$ cat config.mk
export PLATFORM = sky130hd
export DESIGN_NAME = trc_top
export DESIGN_NICKNAME = d
export VERILOG_FILES = /design/src/common/trc_pkg.sv /design/src/verilog/trc_top.sv
export SDC_FILE = /design/constraint.sdc
export NUM_CORES = 1
export LEC_CHECK = 0
export BUFFER_PORTS_ARGS = -buffer_cell sky130_fd_sc_hd__clkbuf_2
export CAP_MARGIN = 20
export CORE_MARGIN = 5
export CORE_UTILIZATION = 60
export CTS_CLUSTER_DIAMETER = 150
export DETAILED_ROUTE_END_ITERATION = 12
export PLACE_DENSITY = 0.78
export SYNTH_ARGS = -nofsm -noshare
export SYNTH_HDL_FRONTEND = slang
export SYNTH_SLANG_ARGS = --single-unit
$ cat constraint.sdc
create_clock -name I_REF_CLK -period 3.23 [get_ports I_REF_CLK]
set_clock_uncertainty 0.1 [all_clocks]
set_input_delay 0.323 -clock I_REF_CLK [delete_from_list [all_inputs] [get_ports I_REF_CLK]]
set_output_delay 0.323 -clock I_REF_CLK [all_outputs]
set_load 0.02 [all_outputs]
$ cat src/common/trc_pkg.sv
/*
  Shared constants and carrier types for the tape receiver character path
  and pulse timing block.
  Assumes a single 125 MHz reference clock; all delays are counts of it.
*/
`default_nettype none
package trc_pkg;

  // clock period of the reference clock
  localparam int TRC_CLK_PERIOD_NS = 8;
  localparam int TRC_CNT_W = 20;
  localparam int TRC_LEVELS = 8;
  localparam int TRC_FIFO_DEPTH = 8;

  // documented times, in their own units
  localparam int TRC_ADV_DELAY_US = 50;
  localparam int TRC_PULSE_WIDTH_US = 10;
  localparam int TRC_SECOND_DELAY_US = 100;
  localparam int TRC_PUNCH_WIDTH_MS = 2;
  localparam int TRC_FEED_DELAY_US = 50;
  localparam int TRC_SET_A_DELAY_MS = 1;

  // cycle counts derived from the times; delays round up, widths round down
  localparam logic [TRC_CNT_W-1:0] TRC_ADV_DELAY_CYC =
    TRC_CNT_W'((TRC_ADV_DELAY_US * 1000 + TRC_CLK_PERIOD_NS - 1) / TRC_CLK_PERIOD_NS);
  localparam logic [TRC_CNT_W-1:0] TRC_PULSE_WIDTH_CYC =
    TRC_CNT_W'((TRC_PULSE_WIDTH_US * 1000) / TRC_CLK_PERIOD_NS);
  localparam logic [TRC_CNT_W-1:0] TRC_SECOND_DELAY_CYC =
    TRC_CNT_W'((TRC_SECOND_DELAY_US * 1000 + TRC_CLK_PERIOD_NS - 1) / TRC_CLK_PERIOD_NS);
  localparam logic [TRC_CNT_W-1:0] TRC_PUNCH_WIDTH_CYC =
    TRC_CNT_W'((TRC_PUNCH_WIDTH_MS * 1000000) / TRC_CLK_PERIOD_NS);
  localparam logic [TRC_CNT_W-1:0] TRC_FEED_DELAY_CYC =
    TRC_CNT_W'((TRC_FEED_DELAY_US * 1000 + TRC_CLK_PERIOD_NS - 1) / TRC_CLK_PERIOD_NS);
  localparam logic [TRC_CNT_W-1:0] TRC_SET_A_DELAY_CYC =
    TRC_CNT_W'((TRC_SET_A_DELAY_MS * 1000000 + TRC_CLK_PERIOD_NS - 1) / TRC_CLK_PERIOD_NS);

  // control character codes, bit n-1 is level n, 1 = marking (hole)
  localparam logic [7:0] TRC_PAT_SENDER_READY = 8'h71;
  localparam logic [7:0] TRC_PAT_END_OF_BLOCK = 8'hFE;
  localparam logic [7:0] TRC_PAT_BLOCK_ONE = 8'hA5;
  localparam logic [7:0] TRC_PAT_BLOCK_TWO = 8'h5A;
  localparam logic [7:0] TRC_PAT_BLOCK_THREE = 8'hC3;

  // punch prime forcing values
  localparam logic [7:0] TRC_ALL_MARK = 8'hFF;
  localparam int TRC_FIGS_SPACE_BIT = 3;
  localparam logic [7:0] TRC_NO_MARK = 8'h00;

  // programmer mode and condition levels from the surrounding logic
  typedef struct packed {
    logic block_mode;
    logic delete_mode;
    logic block_number_mode;
    logic figs_prime;
    logic incomplete_block;
    logic block_num_low;
  } trc_mode_t;

  // one flag per recognised control character
  typedef struct packed {
    logic sender_ready_char;
    logic end_of_block_char;
    logic block_num_one;
    logic block_num_two;
    logic block_num_three;
  } trc_detect_t;

endpackage
`default_nettype wire

$ cat src/verilog/trc_top.sv
/*
  Character path and pulse timing of the tape receiver control module:
  pin filters, an 8-word character buffer, punch priming, control character
  recognition and the sample, punch and feed derived pulses.
  Assumes the distributor holds the levels steady while the sample strobe is
  high, and that mode levels come from logic on the same clock.
*/
`timescale 1ns/1ps
`default_nettype none

////////////////////////////////////////////////////////////////////////////////
// pin filter: three flops, a change counts once stages two and three agree
module trc_pin_sync #(
  parameter int WIDTH = 1
) (
  input wire logic i_clk,
  input wire logic i_rst_n,
  input wire logic [WIDTH-1:0] i_pin,
  output logic [WIDTH-1:0] o_level
);
  logic [WIDTH-1:0] stage1;
  logic [WIDTH-1:0] stage2;
  logic [WIDTH-1:0] stage3;

  // shift chain; stage1 feeds stage2 only
  always_ff @(posedge i_clk or negedge i_rst_n) begin
    if (!i_rst_n) begin
      stage1 <= '0;
      stage2 <= '0;
      stage3 <= '0;
    end else begin
      stage1 <= i_pin;
      stage2 <= stage1;
      stage3 <= stage2;
    end
  end

  // accept only a value seen on two successive samples
  always_ff @(posedge i_clk or negedge i_rst_n) begin
    if (!i_rst_n) begin
      o_level <= '0;
    end else if (stage2 == stage3) begin
      o_level <= stage3;
    end
  end
endmodule

////////////////////////////////////////////////////////////////////////////////
// character buffer with valid/ready on both sides; depth a power of two
module trc_fifo #(
  parameter int WIDTH = 8,
  parameter int DEPTH = 8
) (
  input wire logic i_clk,
  input wire logic i_rst_n,
  input wire logic i_in_valid,
  output logic o_in_ready,
  input wire logic [WIDTH-1:0] i_in_data,
  output logic o_out_valid,
  input wire logic i_out_ready,
  output logic [WIDTH-1:0] o_out_data
);
  localparam int AW = $clog2(DEPTH);
  localparam logic [AW:0] FULL_COUNT = (AW+1)'(DEPTH);

  logic [WIDTH-1:0] mem [DEPTH];
  logic [AW-1:0] wr_ptr;
  logic [AW-1:0] rd_ptr;
  logic [AW:0] count;
  logic push;
  logic pop;

  assign o_in_ready = (count != FULL_COUNT);
  assign o_out_valid = (count != '0);
  assign o_out_data = mem[rd_ptr];
  assign push = i_in_valid && o_in_ready;
  assign pop = o_out_valid && i_out_ready;

  // storage needs no reset; empty flag guards stale words
  always_ff @(posedge i_clk) begin
    if (push) begin
      mem[wr_ptr] <= i_in_data;
    end
  end

  // pointers and fill level
  always_ff @(posedge i_clk or negedge i_rst_n) begin
    if (!i_rst_n) begin
      wr_ptr <= '0;
      rd_ptr <= '0;
      count <= '0;
    end else begin
      if (push) begin
        wr_ptr <= wr_ptr + 1'b1;
      end
      if (pop) begin
        rd_ptr <= rd_ptr + 1'b1;
      end
      if (push && !pop) begin
        count <= count + 1'b1;
      end else if (pop && !push) begin
        count <= count - 1'b1;
      end
    end
  end
endmodule

////////////////////////////////////////////////////////////////////////////////
// top: character path and pulse timing
module trc_top #(
  parameter logic [trc_pkg::TRC_CNT_W-1:0] P_ADV_DELAY_CYC = trc_pkg::TRC_ADV_DELAY_CYC,
  parameter logic [trc_pkg::TRC_CNT_W-1:0] P_SECOND_DELAY_CYC = trc_pkg::TRC_SECOND_DELAY_CYC,
  parameter logic [trc_pkg::TRC_CNT_W-1:0] P_PUNCH_WIDTH_CYC = trc_pkg::TRC_PUNCH_WIDTH_CYC,
  parameter logic [trc_pkg::TRC_CNT_W-1:0] P_FEED_DELAY_CYC = trc_pkg::TRC_FEED_DELAY_CYC,
  parameter logic [trc_pkg::TRC_CNT_W-1:0] P_SET_A_DELAY_CYC = trc_pkg::TRC_SET_A_DELAY_CYC
) (
  input wire logic I_REF_CLK,
  input wire logic I_RST_N,
  input wire logic [trc_pkg::TRC_LEVELS-1:0] I_CHAR_LEVEL,
  input wire logic I_CHAR_STROBE,
  input wire logic I_FEED_WEB,
  input wire trc_pkg::trc_mode_t I_MODE,
  output logic O_CHAR_READY,
  output logic O_CHAR_LOST,
  output logic [trc_pkg::TRC_LEVELS-1:0] O_PUNCH_PRIME,
  output trc_pkg::trc_detect_t O_DETECT,
  output logic O_PROG_ADVANCE,
  output logic O_GATED_CLOCK,
  output logic O_PUNCH_SAMPLE,
  output logic O_SECOND_CLOCK,
  output logic O_FEED_COUNT_PULSE,
  output logic O_FEED_ALARM_PULSE,
  output logic O_SET_A_PULSE
);
  import trc_pkg::*;

  localparam logic [TRC_CNT_W-1:0] W = TRC_PULSE_WIDTH_CYC;
  localparam logic [TRC_CNT_W-1:0] ADV_END = P_ADV_DELAY_CYC + W;
  localparam logic [TRC_CNT_W-1:0] PUNCH_END = P_ADV_DELAY_CYC + P_PUNCH_WIDTH_CYC;
  localparam logic [TRC_CNT_W-1:0] SECOND_END = P_SECOND_DELAY_CYC + W;
  localparam logic [TRC_CNT_W-1:0] RUN_END =
    (PUNCH_END > SECOND_END) ? PUNCH_END : SECOND_END;

  typedef enum logic [1:0] {
    CH_IDLE = 2'b01,
    CH_RUN = 2'b10
  } trc_char_state_t;

  typedef enum logic [4:0] {
    FD_IDLE = 5'b00001,
    FD_DELAY = 5'b00010,
    FD_PULSE = 5'b00100,
    FD_GAP = 5'b01000,
    FD_SET_A = 5'b10000
  } trc_feed_state_t;

  logic [TRC_LEVELS-1:0] level_f;
  logic strobe_f;
  logic web_f;
  logic strobe_d;
  logic web_d;
  logic strobe_rise;
  logic web_rise;
  logic buf_ready;
  logic buf_valid;
  logic [TRC_LEVELS-1:0] buf_data;
  logic pop;
  trc_char_state_t ch_state;
  logic [TRC_CNT_W-1:0] cnt;
  logic [TRC_LEVELS-1:0] cur_char;
  logic at_adv;
  logic in_adv;
  logic in_second;
  logic adv_gate;
  logic clk_gate;
  trc_detect_t raw_det;
  trc_detect_t next_det;
  logic [TRC_LEVELS-1:0] next_prime;
  logic feed_armed;
  trc_feed_state_t fd_state;
  logic [TRC_CNT_W-1:0] fcnt;

  //////////////////////////////////////////////////////////////////////////////
  // pin filters for levels, strobe and web sensor
  trc_pin_sync #(.WIDTH(TRC_LEVELS)) u_level_sync (
    .i_clk(I_REF_CLK),
    .i_rst_n(I_RST_N),
    .i_pin(I_CHAR_LEVEL),
    .o_level(level_f)
  );

  trc_pin_sync #(.WIDTH(1)) u_strobe_sync (
    .i_clk(I_REF_CLK),
    .i_rst_n(I_RST_N),
    .i_pin(I_CHAR_STROBE),
    .o_level(strobe_f)
  );

  trc_pin_sync #(.WIDTH(1)) u_web_sync (
    .i_clk(I_REF_CLK),
    .i_rst_n(I_RST_N),
    .i_pin(I_FEED_WEB),
    .o_level(web_f)
  );

  // edge history of the filtered levels
  always_ff @(posedge I_REF_CLK or negedge I_RST_N) begin
    if (!I_RST_N) begin
      strobe_d <= 1'b0;
      web_d <= 1'b0;
    end else begin
      strobe_d <= strobe_f;
      web_d <= web_f;
    end
  end

  assign strobe_rise = strobe_f && !strobe_d;
  assign web_rise = web_f && !web_d;

  //////////////////////////////////////////////////////////////////////////////
  // characters queue here because a punch cycle outlasts a character time
  trc_fifo #(.WIDTH(TRC_LEVELS), .DEPTH(TRC_FIFO_DEPTH)) u_char_buf (
    .i_clk(I_REF_CLK),
    .i_rst_n(I_RST_N),
    .i_in_valid(strobe_rise),
    .o_in_ready(buf_ready),
    .i_in_data(level_f),
    .o_out_valid(buf_valid),
    .i_out_ready(pop),
    .o_out_data(buf_data)
  );

  // room indication and lost-character pulse for the distributor side
  always_ff @(posedge I_REF_CLK or negedge I_RST_N) begin
    if (!I_RST_N) begin
      O_CHAR_READY <= 1'b0;
      O_CHAR_LOST <= 1'b0;
    end else begin
      O_CHAR_READY <= buf_ready;
      O_CHAR_LOST <= strobe_rise && !buf_ready;
    end
  end

  //////////////////////////////////////////////////////////////////////////////
  // character sequencer: one run of the timing chain per buffered character
  assign pop = (ch_state == CH_IDLE) && buf_valid;

  always_ff @(posedge I_REF_CLK or negedge I_RST_N) begin
    if (!I_RST_N) begin
      ch_state <= CH_IDLE;
      cnt <= '0;
      cur_char <= TRC_NO_MARK;
    end else begin
      case (ch_state)
        CH_IDLE: begin
          cnt <= '0;
          if (buf_valid) begin
            cur_char <= buf_data;
            ch_state <= CH_RUN;
          end
        end
        CH_RUN: begin
          cnt <= cnt + 1'b1;
          if (cnt == RUN_END) begin
            ch_state <= CH_IDLE;
          end
        end
        default: begin
          ch_state <= CH_IDLE;
        end
      endcase
    end
  end

  // timing windows measured from the start of the run
  assign at_adv = (ch_state == CH_RUN) && (cnt == P_ADV_DELAY_CYC);
  assign in_adv = (ch_state == CH_RUN) && (cnt >= P_ADV_DELAY_CYC) && (cnt < ADV_END);
  assign in_second = (ch_state == CH_RUN) && (cnt >= P_SECOND_DELAY_CYC)
                     && (cnt < SECOND_END);
  assign adv_gate = !(I_MODE.delete_mode || I_MODE.incomplete_block);
  assign clk_gate = I_MODE.block_mode || I_MODE.delete_mode;

  // advance, gated clock and second clock pulses
  always_ff @(posedge I_REF_CLK or negedge I_RST_N) begin
    if (!I_RST_N) begin
      O_PROG_ADVANCE <= 1'b0;
      O_GATED_CLOCK <= 1'b0;
      O_SECOND_CLOCK <= 1'b0;
    end else begin
      O_PROG_ADVANCE <= in_adv && adv_gate;
      O_GATED_CLOCK <= in_adv && clk_gate;
      O_SECOND_CLOCK <= in_second;
    end
  end

  // punch sample one-shot, triggered by the gated clock unless block low
  always_ff @(posedge I_REF_CLK or negedge I_RST_N) begin
    if (!I_RST_N) begin
      O_PUNCH_SAMPLE <= 1'b0;
    end else if (at_adv && clk_gate && !I_MODE.block_num_low) begin
      O_PUNCH_SAMPLE <= 1'b1;
    end else if ((ch_state != CH_RUN) || (cnt == PUNCH_END)) begin
      O_PUNCH_SAMPLE <= 1'b0;
    end
  end

  //////////////////////////////////////////////////////////////////////////////
  // recogniser: exact match on all eight levels keeps the outputs exclusive
  always_comb begin
    raw_det.sender_ready_char = (cur_char == TRC_PAT_SENDER_READY);
    raw_det.end_of_block_char = (cur_char == TRC_PAT_END_OF_BLOCK);
    raw_det.block_num_one = (cur_char == TRC_PAT_BLOCK_ONE);
    raw_det.block_num_two = (cur_char == TRC_PAT_BLOCK_TWO);
    raw_det.block_num_three = (cur_char == TRC_PAT_BLOCK_THREE);
    next_det = TRC_NO_MARK[4:0];
    if (ch_state == CH_RUN) begin
      next_det = raw_det;
      if (!I_MODE.block_number_mode) begin
        next_det.block_num_one = 1'b0;
        next_det.block_num_two = 1'b0;
        next_det.block_num_three = 1'b0;
      end
    end
  end

  // punch primes: a 1 is a mark and punches a hole
  always_comb begin
    next_prime = cur_char;
    if (I_MODE.figs_prime) begin
      next_prime = TRC_ALL_MARK;
      next_prime[TRC_FIGS_SPACE_BIT] = 1'b0;
    end else if (I_MODE.delete_mode) begin
      next_prime = TRC_ALL_MARK;
    end
  end

  // primes hold the last character so the punch sees steady data
  always_ff @(posedge I_REF_CLK or negedge I_RST_N) begin
    if (!I_RST_N) begin
      O_PUNCH_PRIME <= TRC_NO_MARK;
      O_DETECT <= TRC_NO_MARK[4:0];
    end else begin
      O_PUNCH_PRIME <= next_prime;
      O_DETECT <= next_det;
    end
  end

  //////////////////////////////////////////////////////////////////////////////
  // feed is armed by each punch so only one feed pulse follows a character
  always_ff @(posedge I_REF_CLK or negedge I_RST_N) begin
    if (!I_RST_N) begin
      feed_armed <= 1'b0;
    end else if (at_adv && clk_gate && !I_MODE.block_num_low) begin
      feed_armed <= 1'b1;
    end else if (web_rise && (fd_state == FD_IDLE)) begin
      feed_armed <= 1'b0;
    end
  end

  // feed sequencer: delay, feed pulse, 1 ms interval, set A pulse
  always_ff @(posedge I_REF_CLK or negedge I_RST_N) begin
    if (!I_RST_N) begin
      fd_state <= FD_IDLE;
      fcnt <= '0;
    end else begin
      case (fd_state)
        FD_IDLE: begin
          fcnt <= '0;
          if (web_rise && feed_armed) begin
            fd_state <= FD_DELAY;
          end
        end
        FD_DELAY: begin
          fcnt <= fcnt + 1'b1;
          if (fcnt == P_FEED_DELAY_CYC - 1'b1) begin
            fcnt <= '0;
            fd_state <= FD_PULSE;
          end
        end
        FD_PULSE: begin
          fcnt <= fcnt + 1'b1;
          if (fcnt == W - 1'b1) begin
            fcnt <= '0;
            fd_state <= FD_GAP;
          end
        end
        FD_GAP: begin
          fcnt <= fcnt + 1'b1;
          if (fcnt == P_SET_A_DELAY_CYC - 1'b1) begin
            fcnt <= '0;
            fd_state <= FD_SET_A;
          end
        end
        FD_SET_A: begin
          fcnt <= fcnt + 1'b1;
          if (fcnt == W - 1'b1) begin
            fcnt <= '0;
            fd_state <= FD_IDLE;
          end
        end
        default: begin
          fd_state <= FD_IDLE;
        end
      endcase
    end
  end

  // feed pulse copies for the character counter and the feed alarm
  always_ff @(posedge I_REF_CLK or negedge I_RST_N) begin
    if (!I_RST_N) begin
      O_FEED_COUNT_PULSE <= 1'b0;
      O_FEED_ALARM_PULSE <= 1'b0;
      O_SET_A_PULSE <= 1'b0;
    end else begin
      O_FEED_COUNT_PULSE <= (fd_state == FD_PULSE);
      O_FEED_ALARM_PULSE <= (fd_state == FD_PULSE);
      O_SET_A_PULSE <= (fd_state == FD_SET_A);
    end
  end
endmodule

`default_nettype wire

==> impl_metrics.env, run 1 <==
export IMPL_run_status="finished, final reports clean"
export IMPL_area_growth_syn_to_layout_pct=13.35
export IMPL_relSlewSlack_pct=33.71
export IMPL_dieWidth_um=126.6
export IMPL_first_pass_iters=6
export IMPL_drt_total_wl_um=14730
export IMPL_grt_usage_pct=19.61
export IMPL_synthTopCellsByArea="dfrtp_1, edfxtp_1, mux4_2, nand2_1, nor2_1"
export IMPL_ir_drop_mv=0.4980
export IMPL_hold_viol=0
export IMPL_ios=40
export IMPL_ant_nets=0
export IMPL_antenna_cells=0
export IMPL_final_nets=714
export IMPL_netlist_area_um2=8155
export IMPL_cts_root_buf="clkbuf_16"
export IMPL_synth_top_area_cell="dfrtp_1"
export IMPL_start_util_pct=61.34
export IMPL_synth_seq_area_share_pct=63.18
export IMPL_postCtsHoldBufs=12
export IMPL_synth_fp_nets=661
export IMPL_period_needed_ns=2.705
export IMPL_synthAdderAreaFrac_pct=2.332
export IMPL_required_ns=3.47
export IMPL_yosysUniqueCellTypes=65
export IMPL_synth_top_cell_area_share_pct=38.97
export IMPL_setup_ws_ns=0.5255
export IMPL_dp_hpwl_um=9905
export IMPL_grt_ovfl_total=0
export IMPL_wl_per_cell_um=16.90
export IMPL_synth_top_family_by_area="simple AND/OR/NAND/NOR gates"
export IMPL_drive_gt1_share_pct=16.81
export IMPL_grt_pass1_wl_um=25100
export IMPL_layout_cells_non_filler=872
export IMPL_routed_via_density=5.916
export IMPL_start_kind="flip-flop"
export IMPL_clockBufferDepth=2
export IMPL_slew_violations=0
export IMPL_clock_sinks=193
export IMPL_synthXorXnorAreaFrac_pct=3.437
export IMPL_clock_latency_ns=0.43
export IMPL_synth_seq_cells=193
export IMPL_report_final_setup_viol=0
export IMPL_hold_path_class="in -> reg"
export IMPL_drc=0
export IMPL_path_class="reg -> reg"
export IMPL_place_congestion=0.9257
export IMPL_layout_commonest_cell="dfrtp_1"
export IMPL_final_util_pct=69.53
export IMPL_register_area_um2=5152
export IMPL_synthMuxAreaShare_pct=7.533
export IMPL_rsz0062_at_grt="no"
export IMPL_period_share_pct=83.73
export IMPL_grt_pass1_vias=5114
export IMPL_h_tree_depth=4
export IMPL_final_setup_tns_ns=0
export IMPL_multiInputGateArea_um2=2820
export IMPL_core_um2=13300
export IMPL_ys_flop_type="dfrtp_1"
export IMPL_fp_dieH_um=126.6
export IMPL_synth_edff_count=64
export IMPL_tritoncts="done"
export IMPL_cts_resized=0
export IMPL_cp_max_fo=6
export IMPL_clk_pin_slew_ns=0.07
export IMPL_first_iter_violations=574
export IMPL_cellLeakagePower_nw=3.757
export IMPL_synthSimpleGateAreaFrac_pct=14.24
export IMPL_critPathArrivalTime_ns=2.94
export IMPL_synth_cells=630
export IMPL_syn_avg_cell_area_um2=12.94
export IMPL_numCtsBuffers=17
export IMPL_mostFrequentLayoutCells="dfrtp_1, nand2_1, edfxtp_1"
export IMPL_worst_slew_pin_slew_ns=0.9943
export IMPL_dp_cells=828
export IMPL_cts_setup_buffers=0
export IMPL_async_reset_ff_share_pct=66.84
export IMPL_powerDensity_nw_per_um2=766.2
export IMPL_grt_antenna_before_repair=0
export IMPL_critPathCaptureType="flip-flop"
export IMPL_grt_max_degree=55
export IMPL_fillers=891
export IMPL_dp_slack_ns=0.5790
export IMPL_vias=5159
export IMPL_synth_warnings=0
export IMPL_num_rows=42
export IMPL_io_buffers=39
export IMPL_die_area_um2=16020
export IMPL_maxCapViolCount=0
export IMPL_synth_compound_area_share_pct=7.042
export IMPL_total_power_mw=7.083
export IMPL_fmax_ghz=0.3697
-- worst paths after layout --
kind                                                  start  cells past startpoint                                  end  slack, ns
max                         u_char_buf.count[0]$_DFFE_PN0P_                     10      u_char_buf.count[3]$_DFFE_PN0P_       0.53
min                                               I_MODE[2]                      2           O_PUNCH_PRIME[3]$_DFF_PN0_       0.04
max reg2reg                 u_char_buf.count[0]$_DFFE_PN0P_                     10      u_char_buf.count[3]$_DFFE_PN0P_       0.53
min reg2reg                u_level_sync.stage1[7]$_DFF_PN0_                      0     u_level_sync.stage2[7]$_DFF_PN0_       0.25
max in group asynchronous                           I_RST_N                      3  u_level_sync.o_level[0]$_DFFE_PN0N_       1.87
min in group asynchronous                           I_RST_N                      2       u_strobe_sync.stage3$_DFF_PN0_       0.32
-- per-layer routing --
layer / global-route usage [%] / vias to the layer above / wire (µm)
met5: 0 / - / 0
met4: 8.833 / 0 / 386
met3: 4.203 / 42 / 806
met2: 31.32 / 163 / 7187
met1: 26.14 / 2542 / 6353
li1: - / 2412 / -
-- report_power, final --
part / switching, mW / total [mW] / internal, mW
clock: 0.911 / 2.08 / 1.17
combinational: 1.01 / 1.79 / 0.784
sequential: 0.338 / 3.21 / 2.87
total: 2.26 / 7.08 / 4.83
-- state kept, by name (all words and copies together) (netlist names), 5 cells and up --
signal	count
cnt	20
cur_char	8
O_PUNCH_PRIME	8
u_level_sync.stage1	8
u_level_sync.o_level	8
fd_state	5
u_char_buf.mem	64
O_DETECT	5
u_level_sync.stage2	8
fcnt	20
u_level_sync.stage3	8
-- through the flow --
stage / hold slack [ns] / instance area (µm²)
2_1_floorplan: -0.07259 / 8155
3_3_place_gp: 0.2317 / 8527
3_5_place_dp: 0.2347 / 8527
4_1_cts: 0.02100 / 9244
5_1_grt: 0.05320 / 9244
6_report: 0.03987 / 9244
-- critical path: stages (launching register included) --
cell and delay, ns:
dfrtp_1 0.44, nor3_1 0.38, a21oi_1 0.26, ha_1 0.28, inv_1 0.13, ha_1 0.25
a21o_1 0.18, a21oi_1 0.20, xnor2_1 0.15, nor2_1 0.07, xnor2_1 0.17
-- layout make-up --
type | count | share of cell area, %
well taps | 176 | 2.382
inverters | 15 | 0.6091
repair buffers | 60 | 4.304
clock inverters | 11 | 1.245
clock buffers | 21 | 5.211
multi-input cells | 396 | 30.51
flip-flops and latches | 193 | 55.74
-- logic make-up after synthesis --
| logic type | after synthesis |
|---|---|
| simple gates | 225 |
| buf+inv | 41 |
| mux | 40 |
| compound gates | 84 |
| xor+xnor | 32 |
| fa+ha+maj | 15 |
| flops | 193 |
-- synth_stat cells (2+ instances only) --
master      n
a21oi_1    14
nand3_1    14
mux2_2     11
buf_2       7
nor3_1     21
a311oi_1    2
xor2_1     17
nor4_1     10
and4_1      2
nand2b_1    6
nand3b_1    3
o31ai_1    11
o21a_1      3
buf_6       2
o211ai_1    3
a21o_1      6
and2_1      4
inv_1      15
a22o_1      2
nand2_1    65
or3_1      13
nor4b_1     4
nor3b_1     2
or2_2       2
nor2b_1     3
o21ai_0    26
nand4_1     9
a31oi_1     2
and3_1      7
nor2_1     45
xnor2_1    15
mux4_2     16
ha_1       12
nand4b_1    5
or4_1       5
dfrtp_1   127
clkbuf_1   14
dfstp_2     2
mux2i_1    13
maj3_1      2
edfxtp_1   64
(Power assumes the default switching activity.)
==> run 2, diff against run 1 <==
==> constraint.sdc (replaced) <==
create_clock -name I_REF_CLK -period 2.7 [get_ports I_REF_CLK]
set_clock_uncertainty 0.1 [all_clocks]
set_input_delay 0.27 -clock I_REF_CLK [delete_from_list [all_inputs] [get_ports I_REF_CLK]]
set_output_delay 0.27 -clock I_REF_CLK [all_outputs]
set_load 0.02 [all_outputs]
==> run 2 against run 1 <==
First-iteration DRC count fell by 1.2%. Sequential cell count did not move. Final area rose by 1.3%. Total power rose by 21%. Sequential share of layout area fell by 0.74 points. Utilization rose by 0.93 points. Setup slack got worse by 0.28 ns. Largest power group unchanged.
==> impl_metrics.env, run 2 (synthesized netlist as in run 1, its figures left out) <==
export IMPL_tritoncts="done"
export IMPL_die_area_um2=16020
export IMPL_cts_setup_buffers=0
export IMPL_drive_gt1_share_pct=18.54
export IMPL_reg2reg_slack_ns=0.25
export IMPL_hold_path_class="in -> reg"
export IMPL_num_rows=42
export IMPL_dp_cells=840
export IMPL_run_status="finished, final reports clean"
export IMPL_cts_root_buf="clkbuf_16"
export IMPL_clock_sinks=193
export IMPL_required_ns=2.92
export IMPL_largest_register="u_char_buf.mem"
export IMPL_wl_per_cell_um=17.36
export IMPL_clockBufferDepth=2
export IMPL_hold_viol=0
export IMPL_fmax_ghz=0.4082
export IMPL_relSlewSlack_pct=32.14
export IMPL_drt_total_wl_um=15410
export IMPL_path_cells="nor3_2 -> nand2_1 -> nand2_1 -> ha_1 -> inv_1 -> ha_1 -> a21o_1 -> a21oi_1 -> xnor2_1 -> nor2_1 -> xnor2_1"
export IMPL_reg_largest_list="u_char_buf.mem (64), cnt (20), fcnt (20)"
export IMPL_report_final_setup_viol=0
export IMPL_cellLeakagePower_nw=3.827
export IMPL_mostFrequentLayoutCells="dfrtp_1, nand2_1, edfxtp_1"
export IMPL_routed_via_density=6.027
export IMPL_critPathCapture="u_char_buf.count[3]$_DFFE_PN0P_"
export IMPL_antenna_cells=0
export IMPL_grt_pass1_wl_um=26160
export IMPL_reg2reg_depth=11
export IMPL_r2r_start="u_char_buf.count[0]$_DFFE_PN0P_"
export IMPL_largest_reg_flops=64
export IMPL_period_share_pct=90.73
export IMPL_grt_max_degree=56
export IMPL_drc=0
export IMPL_grt_antenna_before_repair=0
export IMPL_min_from="I_MODE[4]"
export IMPL_area_growth_syn_to_layout_pct=14.87
export IMPL_first_pass_iters=5
export IMPL_layout_cells_non_filler=888
export IMPL_final_nets=730
export IMPL_io_buffers=39
export IMPL_worst_slew_pin_slew_ns=1.010
export IMPL_numCtsBuffers=17
export IMPL_first_iter_violations=567
export IMPL_critPathArrivalTime_ns=2.67
export IMPL_start_util_pct=61.34
export IMPL_core_um2=13300
export IMPL_total_power_mw=8.584
export IMPL_rsz0062_at_grt="no"
export IMPL_dieWidth_um=126.6
export IMPL_cp_max_fo=4
export IMPL_cp_slowest_stage_delay_ns=0.45
export IMPL_fillers=860
export IMPL_dp_hpwl_um=10640
export IMPL_start_kind="flip-flop"
export IMPL_setup_ws_ns=0.2503
export IMPL_dp_slack_ns=0.1171
export IMPL_ant_nets=0
export IMPL_slew_violations=0
export IMPL_clock_latency_ns=0.43
export IMPL_final_setup_tns_ns=0
export IMPL_powerDensity_nw_per_um2=916.3
export IMPL_critPathCaptureType="flip-flop"
export IMPL_h_tree_depth=4
export IMPL_vias=5352
export IMPL_crit_reg2reg_capture="u_char_buf.count[3]$_DFFE_PN0P_"
export IMPL_maxCapViolCount=0
export IMPL_period_needed_ns=2.450
export IMPL_path_class="reg -> reg"
export IMPL_grt_ovfl_total=0
export IMPL_ir_drop_mv=0.5827
export IMPL_grt_pass1_vias=5267
export IMPL_ios=40
export IMPL_layout_commonest_cell="dfrtp_1"
export IMPL_grt_usage_pct=20.57
export IMPL_clk_pin_slew_ns=0.07
export IMPL_critPathSlowestCell="dfrtp_1"
export IMPL_fp_dieH_um=126.6
export IMPL_worstSetupStartpoint="u_char_buf.count[0]$_DFFE_PN0P_"
export IMPL_place_congestion=0.8860
run 2: changes by cell type in the layout (fill, tap and decap cells not counted), moves of 2 or more:
cell and delta:
clkinvlp_4 +2, dlygate4sd3_1 +3, buf_4 +12, inv_8 +4, inv_6 -2, clkbuf_8 -2
run 2: final cells by class:
cell class	count	area (µm²)	area share [%]
Inverter	15	56.30	0.6010
Tap cell	176	220.2	2.351
Sequential cell	193	5152	55.00
Timing Repair Buffer	76	523.0	5.583
Clock inverter	15	165.2	1.763
Clock buffer	17	425.4	4.541
Multi-Input combinational cell	396	2825	30.16
run 2: worst min path at each step:
stage                                          end  slack (ns)  depth (start not counted)
final                     O_PROG_ADVANCE$_DFF_PN0_        0.02                          2
after global routing      O_PROG_ADVANCE$_DFF_PN0_        0.02                          2
after CTS                 O_PROG_ADVANCE$_DFF_PN0_       0.006                          2
after detailed placement     O_DETECT[1]$_DFF_PN0_        0.12                          1
after global placement       O_DETECT[2]$_DFF_PN0_        0.12                          1
after floorplan              O_CHAR_LOST$_DFF_PN0_       -0.13                          0
run 2: per-layer routing:
metal | vias to the layer above | track usage, % | part of all wire [%]
li1 | 2445 | - | -
met1 | 2652 | 27.08 | 42
met2 | 218 | 33.37 | 49
met3 | 37 | 5.002 | 6.3
met4 | 0 | 8.013 | 2.6
met5 | - | 0 | 0
run 2: power breakdown:
group | total, mW | switching (mW) | internal [mW]
logic | 2.26 | 1.25 | 1.02
registers | 3.85 | 0.418 | 3.44
clock network | 2.47 | 1.15 | 1.32
total | 8.58 | 2.81 | 5.77
run 2: worst max-delay path: cells and delay by family (launching register included):
| kind | cells | cell delay (ns) |
|---|---|---|
| and+or+nand+nor | 4 | 0.55 |
| adders and majority gates | 2 | 0.48 |
| DFF | 1 | 0.45 |
| AOI/OAI and AO/OA | 2 | 0.36 |
| xor gates and xnor gates | 2 | 0.28 |
| buffers and inverters | 1 | 0.10 |
run 2: stage by stage:
stage               area, µm²  utilization [%]  hold WS [ns]
floorplan                8157                -       -0.1256
global placement         8617            64.81        0.1200
detailed placement       8617            64.81        0.1204
CTS                      9358            70.38      0.005631
global route             9368            70.46       0.01712
finish                   9368            70.46       0.01809
run 2: what timing repair did:
| item | 4_1_cts | 5_1_grt |
|---|---|---|
| hold buffers | 15 | 0 |
| setup endpoints to repair | 0 | 1 |
| gates resized for setup | 0 | 1 |
| hold endpoints to repair | 44 | 0 |
